File: src/pkg/thps_consts.svh
// Constants for the test/host port select block and its far end.
// Assumes inclusion by bare name from package and design files.
`ifndef THPS_CONSTS_SVH
`define THPS_CONSTS_SVH
`define THPS_WORD_W      16
`define THPS_ADDR_W      8
`define THPS_NREG        4
`define THPS_CFG_RST     16'h0000
`define THPS_RD_BIT      15
`define THPS_CLK_DIV     6
`define THPS_STAT_ADDR   8'h03
// Synchroniser reset image: serial in, clock and select idle high, reset pin low.
`define THPS_PIN_IDLE    7'h70
`endif

File: src/pkg/thps_pkg.sv
// Types shared by both ends of the test/host port select link.
// Assumes the constants header sits beside this file.
`include "thps_consts.svh"
package thps_pkg;
  typedef logic [`THPS_WORD_W-1:0] thps_word_t;
  typedef enum logic {THPS_HOST_MODE, THPS_TEST_MODE} thps_mode_t;
  typedef enum logic [3:0] {
    THPS_TLR, THPS_RTI, THPS_SDR_SEL, THPS_CAP_DR, THPS_SH_DR, THPS_EX1_DR,
    THPS_PA_DR, THPS_EX2_DR, THPS_UPD_DR, THPS_SIR_SEL, THPS_CAP_IR,
    THPS_SH_IR, THPS_EX1_IR, THPS_PA_IR, THPS_EX2_IR, THPS_UPD_IR
  } thps_tap_t;
endpackage

File: src/pkg/thps_if.sv
// Shared pin carrier between the device end and the host/tester end.
// Assumes the bench resolves wires from the enables.
`timescale 1ns/1ps
interface thps_if;
  logic reset_n;
  logic test_sel;
  logic master_slave;
  logic rate_select;
  logic sel_pin;
  logic sclk_pin;
  logic shared_serial_in_pin;
  logic shared_serial_out_pin;
  logic shared_serial_out_oe;
  logic loop_through_output;
  logic loop_through_oe;
  modport dev
  (
    input  reset_n, test_sel, master_slave, rate_select, sel_pin, sclk_pin,
           shared_serial_in_pin,
    output shared_serial_out_pin, shared_serial_out_oe, loop_through_output,
           loop_through_oe
  );
  modport host
  (
    output reset_n, test_sel, master_slave, rate_select, sel_pin, sclk_pin,
           shared_serial_in_pin,
    input  shared_serial_out_pin, shared_serial_out_oe, loop_through_output,
           loop_through_oe
  );
endinterface

File: src/verilog/thps_device.sv
// Device end: mode select, reset handling, host register shifter, scan port.
// Assumes all pins are asynchronous to clk and are synchronised here.
`timescale 1ns/1ps
`include "thps_consts.svh"
module thps_device
#(
  parameter int WORD_W = `THPS_WORD_W
)
(
  input  wire logic            clk,
  input  wire logic            sys_rst,
  input  wire logic            ce,
  thps_if.dev                  pins,
  input  wire logic            loop_data,
  output logic                 in_reset,
  output thps_pkg::thps_mode_t mode,
  output thps_pkg::thps_tap_t  tap_state,
  output thps_pkg::thps_word_t cfg0
);
  import thps_pkg::*;

  initial
  begin
    if (WORD_W != `THPS_WORD_W)
      $error("WORD_W must match the shared word type");
  end

  // ------------------------------------------------------------
  // Pin synchronisers
  // ------------------------------------------------------------
  logic [6:0] s1_q;
  logic [6:0] s2_q;
  logic       clk_prev_q;
  always_ff @(posedge clk)
  begin
    if (sys_rst)
    begin
      // Start from the idle pin levels so no false clock edge or select
      // follows reset, and keep the block in reset until the pin is seen.
      s1_q <= `THPS_PIN_IDLE;
      s2_q <= `THPS_PIN_IDLE;
    end
    else if (ce)
    begin
      s1_q <= {pins.shared_serial_in_pin, pins.sclk_pin, pins.sel_pin,
               pins.rate_select, pins.master_slave, pins.test_sel, pins.reset_n};
      s2_q <= s1_q;
    end
  end
  wire rst_n_s = s2_q[0];
  wire tsel_s  = s2_q[1];
  wire sel_s   = s2_q[4];
  wire sck_s   = s2_q[5];
  wire sdi_s   = s2_q[6];
  wire rise    = sck_s & ~clk_prev_q;
  wire fall    = ~sck_s & clk_prev_q;
  wire dev_rst = sys_rst | ~rst_n_s;

  // ------------------------------------------------------------
  // Mode and reset status
  // ------------------------------------------------------------
  always_ff @(posedge clk)
  begin
    if (sys_rst)
    begin
      clk_prev_q <= 1'b1;
      in_reset   <= 1'b1;
      mode       <= THPS_HOST_MODE;
    end
    else if (ce)
    begin
      clk_prev_q <= sck_s;
      in_reset   <= ~rst_n_s;
      mode       <= tsel_s ? THPS_TEST_MODE : THPS_HOST_MODE;
    end
  end

  // ------------------------------------------------------------
  // Scan controller
  // ------------------------------------------------------------
  function automatic thps_tap_t tap_next(thps_tap_t s, logic m);
    case (s)
      THPS_TLR:     tap_next = m ? THPS_TLR : THPS_RTI;
      THPS_RTI:     tap_next = m ? THPS_SDR_SEL : THPS_RTI;
      THPS_SDR_SEL: tap_next = m ? THPS_SIR_SEL : THPS_CAP_DR;
      THPS_CAP_DR:  tap_next = m ? THPS_EX1_DR : THPS_SH_DR;
      THPS_SH_DR:   tap_next = m ? THPS_EX1_DR : THPS_SH_DR;
      THPS_EX1_DR:  tap_next = m ? THPS_UPD_DR : THPS_PA_DR;
      THPS_PA_DR:   tap_next = m ? THPS_EX2_DR : THPS_PA_DR;
      THPS_EX2_DR:  tap_next = m ? THPS_UPD_DR : THPS_SH_DR;
      THPS_UPD_DR:  tap_next = m ? THPS_SDR_SEL : THPS_RTI;
      THPS_SIR_SEL: tap_next = m ? THPS_TLR : THPS_CAP_IR;
      THPS_CAP_IR:  tap_next = m ? THPS_EX1_IR : THPS_SH_IR;
      THPS_SH_IR:   tap_next = m ? THPS_EX1_IR : THPS_SH_IR;
      THPS_EX1_IR:  tap_next = m ? THPS_UPD_IR : THPS_PA_IR;
      THPS_PA_IR:   tap_next = m ? THPS_EX2_IR : THPS_PA_IR;
      THPS_EX2_IR:  tap_next = m ? THPS_UPD_IR : THPS_SH_IR;
      THPS_UPD_IR:  tap_next = m ? THPS_SIR_SEL : THPS_RTI;
      default:      tap_next = THPS_TLR;
    endcase
  endfunction

  function automatic logic tap_shifting(thps_tap_t s);
    tap_shifting = (s == THPS_SH_DR) || (s == THPS_SH_IR);
  endfunction

  // A single bypass bit stands in for the scan chain; the instruction set
  // itself lives outside this block.
  logic bypass_q;
  logic tdo_q;
  always_ff @(posedge clk)
  begin
    if (dev_rst || !tsel_s)
    begin
      tap_state <= THPS_TLR;
      bypass_q  <= 1'b0;
      tdo_q     <= 1'b0;
    end
    else if (ce)
    begin
      if (rise)
      begin
        tap_state <= tap_next(tap_state, sel_s);
        if (tap_shifting(tap_state))
          bypass_q <= sdi_s;
      end
      if (fall)
        tdo_q <= bypass_q;
    end
  end

  // ------------------------------------------------------------
  // Host register interface
  // ------------------------------------------------------------
  // Frame: one command word (read bit, address) then one data word.
  thps_word_t regs_q [`THPS_NREG];
  thps_word_t sh_q;
  thps_word_t cmd_q;
  thps_word_t rd_q;
  logic [4:0] cnt_q;
  logic       have_cmd_q;
  wire        host_act = !dev_rst && !tsel_s && !sel_s;
  wire [1:0]  widx     = cmd_q[1:0];
  wire        is_rd    = cmd_q[`THPS_RD_BIT];
  thps_word_t stat_w;
  assign stat_w = {14'h0000, s2_q[3], s2_q[2]};

  always_ff @(posedge clk)
  begin
    if (dev_rst)
    begin
      for (int i = 0; i < `THPS_NREG; i++)
        regs_q[i] <= `THPS_CFG_RST;
      sh_q       <= '0;
      cmd_q      <= '0;
      rd_q       <= '0;
      cnt_q      <= 5'h00;
      have_cmd_q <= 1'b0;
    end
    else if (ce)
    begin
      if (!host_act)
      begin
        cnt_q      <= 5'h00;
        have_cmd_q <= 1'b0;
      end
      else if (rise)
      begin
        sh_q <= {sh_q[WORD_W-2:0], sdi_s};
        if (cnt_q == 5'(WORD_W - 1))
        begin
          cnt_q <= 5'h00;
          if (!have_cmd_q)
          begin
            cmd_q      <= {sh_q[WORD_W-2:0], sdi_s};
            have_cmd_q <= 1'b1;
            rd_q       <= ({sh_q[0], sdi_s} == 2'(`THPS_STAT_ADDR))
                          ? stat_w : regs_q[{sh_q[0], sdi_s}];
          end
          else if (!is_rd && widx != 2'(`THPS_STAT_ADDR))
            regs_q[widx] <= {sh_q[WORD_W-2:0], sdi_s};
        end
        else
          cnt_q <= cnt_q + 5'h01;
      end
      // The first falling edge of the data word must not shift, or the
      // most significant bit would be gone before the host samples it.
      else if (fall && have_cmd_q && is_rd && cnt_q != 5'h00)
        rd_q <= {rd_q[WORD_W-2:0], 1'b0};
    end
  end

  // ------------------------------------------------------------
  // Pin drivers
  // ------------------------------------------------------------
  // Outputs float whenever reset is low, in either mode.
  always_ff @(posedge clk)
  begin
    if (dev_rst)
    begin
      pins.shared_serial_out_pin <= 1'b0;
      pins.shared_serial_out_oe  <= 1'b0;
      pins.loop_through_output   <= 1'b0;
      pins.loop_through_oe       <= 1'b0;
      cfg0                       <= `THPS_CFG_RST;
    end
    else if (ce)
    begin
      pins.loop_through_output <= loop_data;
      pins.loop_through_oe     <= 1'b1;
      cfg0                     <= regs_q[0];
      if (tsel_s)
      begin
        pins.shared_serial_out_pin <= tdo_q;
        pins.shared_serial_out_oe  <= tap_shifting(tap_state);
      end
      else
      begin
        pins.shared_serial_out_pin <= rd_q[WORD_W-1];
        pins.shared_serial_out_oe  <= host_act && have_cmd_q && is_rd;
      end
    end
  end
endmodule

File: src/flat_wrapper.sv
// flat-port wrapper written by rule: the top's interface ports become plain ports
module thps_device_flat import thps_pkg::*;
#(
  parameter int WORD_W = `THPS_WORD_W
)
  (clk, sys_rst, ce, loop_data, in_reset, mode, tap_state, cfg0, pins_reset_n, pins_test_sel, pins_master_slave, pins_rate_select, pins_sel_pin, pins_sclk_pin, pins_shared_serial_in_pin, pins_shared_serial_out_pin, pins_shared_serial_out_oe, pins_loop_through_output, pins_loop_through_oe);
  thps_if pins_i ();
  input  wire logic clk;
  input  wire logic sys_rst;
  input  wire logic ce;
  input  wire logic loop_data;
  output logic in_reset;
  output thps_pkg::thps_mode_t mode;
  output thps_pkg::thps_tap_t tap_state;
  output thps_pkg::thps_word_t cfg0;
  input wire logic [$bits(pins_i.reset_n)-1:0] pins_reset_n;
  input wire logic [$bits(pins_i.test_sel)-1:0] pins_test_sel;
  input wire logic [$bits(pins_i.master_slave)-1:0] pins_master_slave;
  input wire logic [$bits(pins_i.rate_select)-1:0] pins_rate_select;
  input wire logic [$bits(pins_i.sel_pin)-1:0] pins_sel_pin;
  input wire logic [$bits(pins_i.sclk_pin)-1:0] pins_sclk_pin;
  input wire logic [$bits(pins_i.shared_serial_in_pin)-1:0] pins_shared_serial_in_pin;
  output wire logic [$bits(pins_i.shared_serial_out_pin)-1:0] pins_shared_serial_out_pin;
  output wire logic [$bits(pins_i.shared_serial_out_oe)-1:0] pins_shared_serial_out_oe;
  output wire logic [$bits(pins_i.loop_through_output)-1:0] pins_loop_through_output;
  output wire logic [$bits(pins_i.loop_through_oe)-1:0] pins_loop_through_oe;
  assign pins_i.reset_n = pins_reset_n;
  assign pins_i.test_sel = pins_test_sel;
  assign pins_i.master_slave = pins_master_slave;
  assign pins_i.rate_select = pins_rate_select;
  assign pins_i.sel_pin = pins_sel_pin;
  assign pins_i.sclk_pin = pins_sclk_pin;
  assign pins_i.shared_serial_in_pin = pins_shared_serial_in_pin;
  assign pins_shared_serial_out_pin = pins_i.shared_serial_out_pin;
  assign pins_shared_serial_out_oe = pins_i.shared_serial_out_oe;
  assign pins_loop_through_output = pins_i.loop_through_output;
  assign pins_loop_through_oe = pins_i.loop_through_oe;
  thps_device #(.WORD_W(WORD_W)) u_core (.clk(clk), .sys_rst(sys_rst), .ce(ce), .pins(pins_i), .loop_data(loop_data), .in_reset(in_reset), .mode(mode), .tap_state(tap_state), .cfg0(cfg0));
endmodule
File: config.mk
export PLATFORM = sky130hd
export DESIGN_NAME = thps_device_flat
export DESIGN_NICKNAME = d
export VERILOG_FILES = /design/src/pkg/thps_pkg.sv /design/src/pkg/thps_if.sv /design/src/verilog/thps_device.sv /design/src/flat_wrapper.sv
export VERILOG_INCLUDE_DIRS = /design/src /design/src/pkg
export SDC_FILE = /design/constraint.sdc
export NUM_CORES = 1
export LEC_CHECK = 0
export ABC_CLOCK_PERIOD_IN_PS = 2600
export BUFFER_PORTS_ARGS = -buffer_cell sky130_fd_sc_hd__clkbuf_2
export CORE_MARGIN = 2
export CORE_UTILIZATION = 30
export CTS_BUF_LIST = sky130_fd_sc_hd__clkbuf_8
export CTS_CLUSTER_DIAMETER = 200
export CTS_CLUSTER_SIZE = 25
export DETAILED_ROUTE_END_ITERATION = 10
export GPL_TIMING_DRIVEN = 0
export HOLD_SLACK_MARGIN = 0.1
export MAX_ROUTING_LAYER = met4
export SYNTH_ARGS = -nofsm -noshare
export SYNTH_HDL_FRONTEND = slang
export SYNTH_SLANG_ARGS = --single-unit
export TNS_END_PERCENT = 5
File: constraint.sdc
create_clock -name clk -period 2.6 [get_ports clk]
set_input_delay 0.13 -clock clk [delete_from_list [all_inputs] [get_ports clk]]
set_output_delay 0.13 -clock clk [all_outputs]
set_load 0.01 [all_outputs]
Yosys cells after proc, flatten, opt, wreduce, memory -nomap -nowiden --
Memory sizes are Yosys's and may differ from the RTL's. A register that Yosys moved wholly into a read port is not among the register bits. Cells that the tools add are included.
Storage, ports and cells: register bits 80, bits in writable memories 64, input port bits 11, output and inout bits 26, word-level logic and storage cells 118, memories 1
Operators by class: add/sub/neg operators 1, equal/unequal tests 22, muxes and demuxes 41, bitwise logic cells 7, reduce and logical (&&, ||, !) cells 29
Memory list:
- u_core.regs_q | words 4, width 16, rd ports 2, clocked after memory_dff 1, write ports 4, line thps_device.sv:136 | thps_word_t regs_q [`THPS_NREG];
Operators by type and width (count):
- 16-bit two-way mux | 6
- 4-bit one-hot mux with 13 select lines | 1
- 4-bit == test, second input constant | 8
- 1-bit two-way mux | 20
- 4-bit two-way mux | 5
- 4-bit by 3-bit == test with 1-bit output, second input constant | 4
- 16-bit OR reduction | 1
- 5-bit two-way mux | 3
- 5-bit AND reduction | 2
- 3-bit AND reduction | 3
- 4-bit by 2-bit == test with 1-bit output, second input constant | 2
- 1-bit logical AND | 8
- 2-bit two-way mux | 4
- 2-bit != test, second input constant | 4
- 3-bit two-way mux | 2
- 2-bit AND reduction | 3
- 2-bit OR reduction | 3
- 5-bit by 1-bit adder with 5-bit output, second input constant | 1
- 5-bit by 4-bit == test with 1-bit output, second input constant | 1
- 5-bit nonzero test | 1
- 4-bit by 1-bit == test with 1-bit output, second input constant | 1
- 1-bit logical NOT | 4
- 4-bit logical NOT | 1
- 1-bit NOT | 4
- 6 further kinds | 8

Longest topological paths before layout --
depth in word-level cells 12, depth in mapped cells 8

Worst setup path after synthesis --
Ideal clock, no wire load.
path kind register to register, start point register u_core.s2_q[1], end point memory u_core.regs_q[1][0] (netlist name) (enable), library setup time 0.375 ns, arrival 2.408 ns, path slack -0.182 ns, cell stages (with the launch flop) 8, path buffers 3, path through dfxtp_1 buf_6 or4b_1 buf_2 or3_1 buf_6 nor4b_4 nand2b_1
RTL lines:
- from (decl) | line thps_device.sv:32 | logic [6:0] s2_q;
- from (signal assigned) | line thps_device.sv:41 | s2_q <= `THPS_PIN_IDLE;
- from (signal assigned) | line thps_device.sv:47 | s2_q <= s1_q;
- to (decl) | line thps_device.sv:136

==> metrics.csv <==
metric,value,unit
Port-buffer cells,35,
max-cap viol count,0,
Hold Crit Depth,3,
Layout Utilization,0.365,
met1 Use GR,0.188,
CP max-delay cell,or4b_4,
final worst-path cycle share,1.00,
diode count,0,
cts bufs inserted,17,
Die Area,20200,µm²
Power Dens Cells,600,nW/µm²
mean routed wirelength per cell,16.5,µm
Peak supply drop,0.341,mV
Final Hold Fails,0,
FP Rows,50,
# setup viols final,5,
H-tree depth,4,
unrepaired setup endpoints after global routing,true,
Critical Path End Type,flip-flop,
pin count of the biggest net entering global routing,17,
hpwl dp,9690,µm
placement-stage worst setup slack,-0.671,ns
GR Util All Layers,0.153,
Synth-to-Final Area Change,19.5,%
Max Slew Vio Count,0,
number of synthesized flops with an enable pin,48,
crit path max fanout,10,
clk buf depth,2,
Crit path max-delay family,simple AND/OR/NAND/NOR gates,
initial DRC count,301,
fmax,0.384,GHz
Starting Density,0.305,
Routed Antenna Nets,0,
Cells after DPL,812,
total number of vias,4299,
DRC Markers,0,
worst path arrival time,2.92,ns
final WL,14200,µm
failing checks,setup timing,
instance area at placement,6190,µm²
Yosys cell types,44,
Post-Syn Area per Cell,10.5,µm²
Sink Count,131,
"flops & latches, synth",131,
hold crit path type,input pin to flip-flop,
status,"complete, but fails checks",
design area,6820,µm²
CP bufs+invs,5,
Die X,142,µm
clock root cell,clkbuf_8,
final worst setup slack,-0.00722,ns
Final Instance Count excl. Fillers,862,
total grt overflow,0,
die outline height,142,µm
CP Cell Sequence,buf_6 -> or4b_4 -> buf_6 -> or3_4 -> buf_6 -> nor4_4 -> buf_4 -> buf_6 -> and2_1,
"most common cell after layout, fill and taps aside",dfxtp_1,
Pre-antenna DRT Iters,4,
gr busiest metal,met2,
CP peak stage delay,0.54,ns
most frequent cells in the layout,"83 x dfxtp_1, 60 x mux2i_1, 58 x nand2_1, 48 x and2_1, 48 x edfxtp_1",
share of layout cells above drive strength 1,0.146,
post-route minimum period,2.61,ns
async set or reset register ratio after synthesis,0,
final RePlAce weighted congestion,0.835,
"Net Count, Synth",556,
core area,18700,µm²
Yosys warnings,0,
reg2reg path depth,9,
WHS,0.204,ns
met3 Resource Use GR,0.0306,
first-pass GRT wire length,23000,µm
Setup Skew,0.0139,ns
Critical Path Stages,9,
Vias/cell,4.99,
number of global-route vias before repair,4348,
register area share after synthesis,0.543,
Crit Path Category,flip-flop to flip-flop,
Post-Syn Instances,543,
worst slew pin tran,0.923,ns
"Top cell by count, worst path",buf_6,
slew margin rel.,0.385,
Setup crit start kind,flip-flop,
M2 GR Usage,0.249,
leakage,2.52,nW
Synth Flop Type,dfxtp_1,
synthesized cell area,5710,µm²
I/O pin count,37,
"Net count, final",628,
initial antenna violation count,0,
CTS tree,done,
Worst-path clk slew,0.08,ns
Critical Path RT,2.91,ns
Clock Latency Late Sink,0.44,ns
==> report_power, final <==
group          switching [W]  internal [W]
logic               0.000108     0.0000670
clock network       0.000783      0.000980
registers          0.0000190       0.00214
==> cell families (layout without fill, tap and decap cells) <==
logic type | after synthesis | count (layout) | share of synthesized area
AO/OA/AOI/OAI | 94 | 94 | 0.102
flip-flops | 131 | 131 | 0.543
buffers and inverters | 49 | 132 | 0.0379
AND/OR/NAND/NOR | 202 | 204 | 0.195
XOR/XNOR | 3 | 3 | 0.00460
multiplexers | 62 | 62 | 0.113
adder cells (fa/ha/maj) | 2 | 2 | 0.00438
==> cells in the mapped netlist (2+ instances only) <==
cell | number | share of area
a211o_1 | 6 | 0.0092
a211oi_1 | 2 | 0.0026
a21oi_1 | 28 | 0.025
a31oi_1 | 2 | 0.0022
a32o_1 | 2 | 0.0035
a32oi_1 | 2 | 0.0031
and2_1 | 48 | 0.053
and3b_1 | 2 | 0.0031
buf_1 | 3 | 0.0020
buf_2 | 2 | 0.0018
buf_4 | 2 | 0.0026
buf_6 | 3 | 0.0059
clkbuf_1 | 31 | 0.020
dfxtp_1 | 83 | 0.29
edfxtp_1 | 48 | 0.25
ha_1 | 2 | 0.0044
inv_1 | 8 | 0.0053
mux2i_1 | 60 | 0.11
mux4_2 | 2 | 0.0079
nand2_1 | 58 | 0.038
nand2b_1 | 8 | 0.0088
nand3b_1 | 17 | 0.022
nand4b_1 | 3 | 0.0046
nor2_1 | 39 | 0.026
nor2b_1 | 11 | 0.012
nor3_1 | 2 | 0.0018
nor4_4 | 2 | 0.0074
nor4b_1 | 2 | 0.0031
o211ai_1 | 20 | 0.026
o21ai_0 | 27 | 0.024
o22ai_1 | 2 | 0.0022
or3_1 | 3 | 0.0033
xnor2_1 | 2 | 0.0031
==> cell type report <==
cell class	count	area (µm²)
Buffer	41	200
Clock buffer	19	262
Clock inverter	13	141
Fill cell	1848	11900
Inverter	8	30.0
Multi-Input combinational cell	365	2450
Sequential cell	131	3100
Tap cell	234	293
Timing Repair Buffer	51	344
==> final timing paths <==
path	slack [ns]	endpoint	start
max	-0.007	u_core.regs_q[2][5]	u_core.s2_q[1]
min reg2reg	0.46	u_core.rd_q[6]	u_core.rd_q[6]
max reg2reg	-0.007	u_core.regs_q[2][5]	u_core.s2_q[1]
min	0.20	u_core.s2_q[4]	ce
==> worst min-delay path, cell delays in order <==
cell      delay (ns)
clkbuf_1        0.22
nor2b_1         0.17
a211o_1         0.10
==> what timing repair did <==
action	4_1_cts	5_1_grt
buffers inserted	8	0
hold endpoints to repair	8	0
gates cloned	2	0
pin swaps	3	1
hold buffers	8	0
gates resized for setup	10	4
setup endpoints to repair	74	83
==> sequential cells by signal, indices dropped and copies added (netlist names), 3 cells and up <==
name,count
u_core.regs_q,48
u_core.cfg0,16
u_core.rd_q,16
u_core.sh_q,15
u_core.s1_q,7
u_core.s2_q,7
u_core.cnt_q,5
u_core.tap_state,4
u_core.cmd_q,3
==> metrics by stage <==
stage          TNS [ns]  power (W)
2_1_floorplan     -1.85    0.00231
3_3_place_gp     -20.50    0.00236
3_5_place_dp     -21.54    0.00236
4_1_cts          -0.133    0.00413
5_1_grt           -1.89    0.00423
6_report        -0.0231    0.00410
==> routing by layer <==
metal  routed length, µm  part of all wire  vias to the layer above
met5                   0                 0                        -
met4                 240             0.017                        0
met3                 603             0.042                       18
met2                6770              0.48                      115
met1                6580              0.46                     2095
li1                    -                 -                     2071
Note: power is estimated with default switching activity, not from simulation.
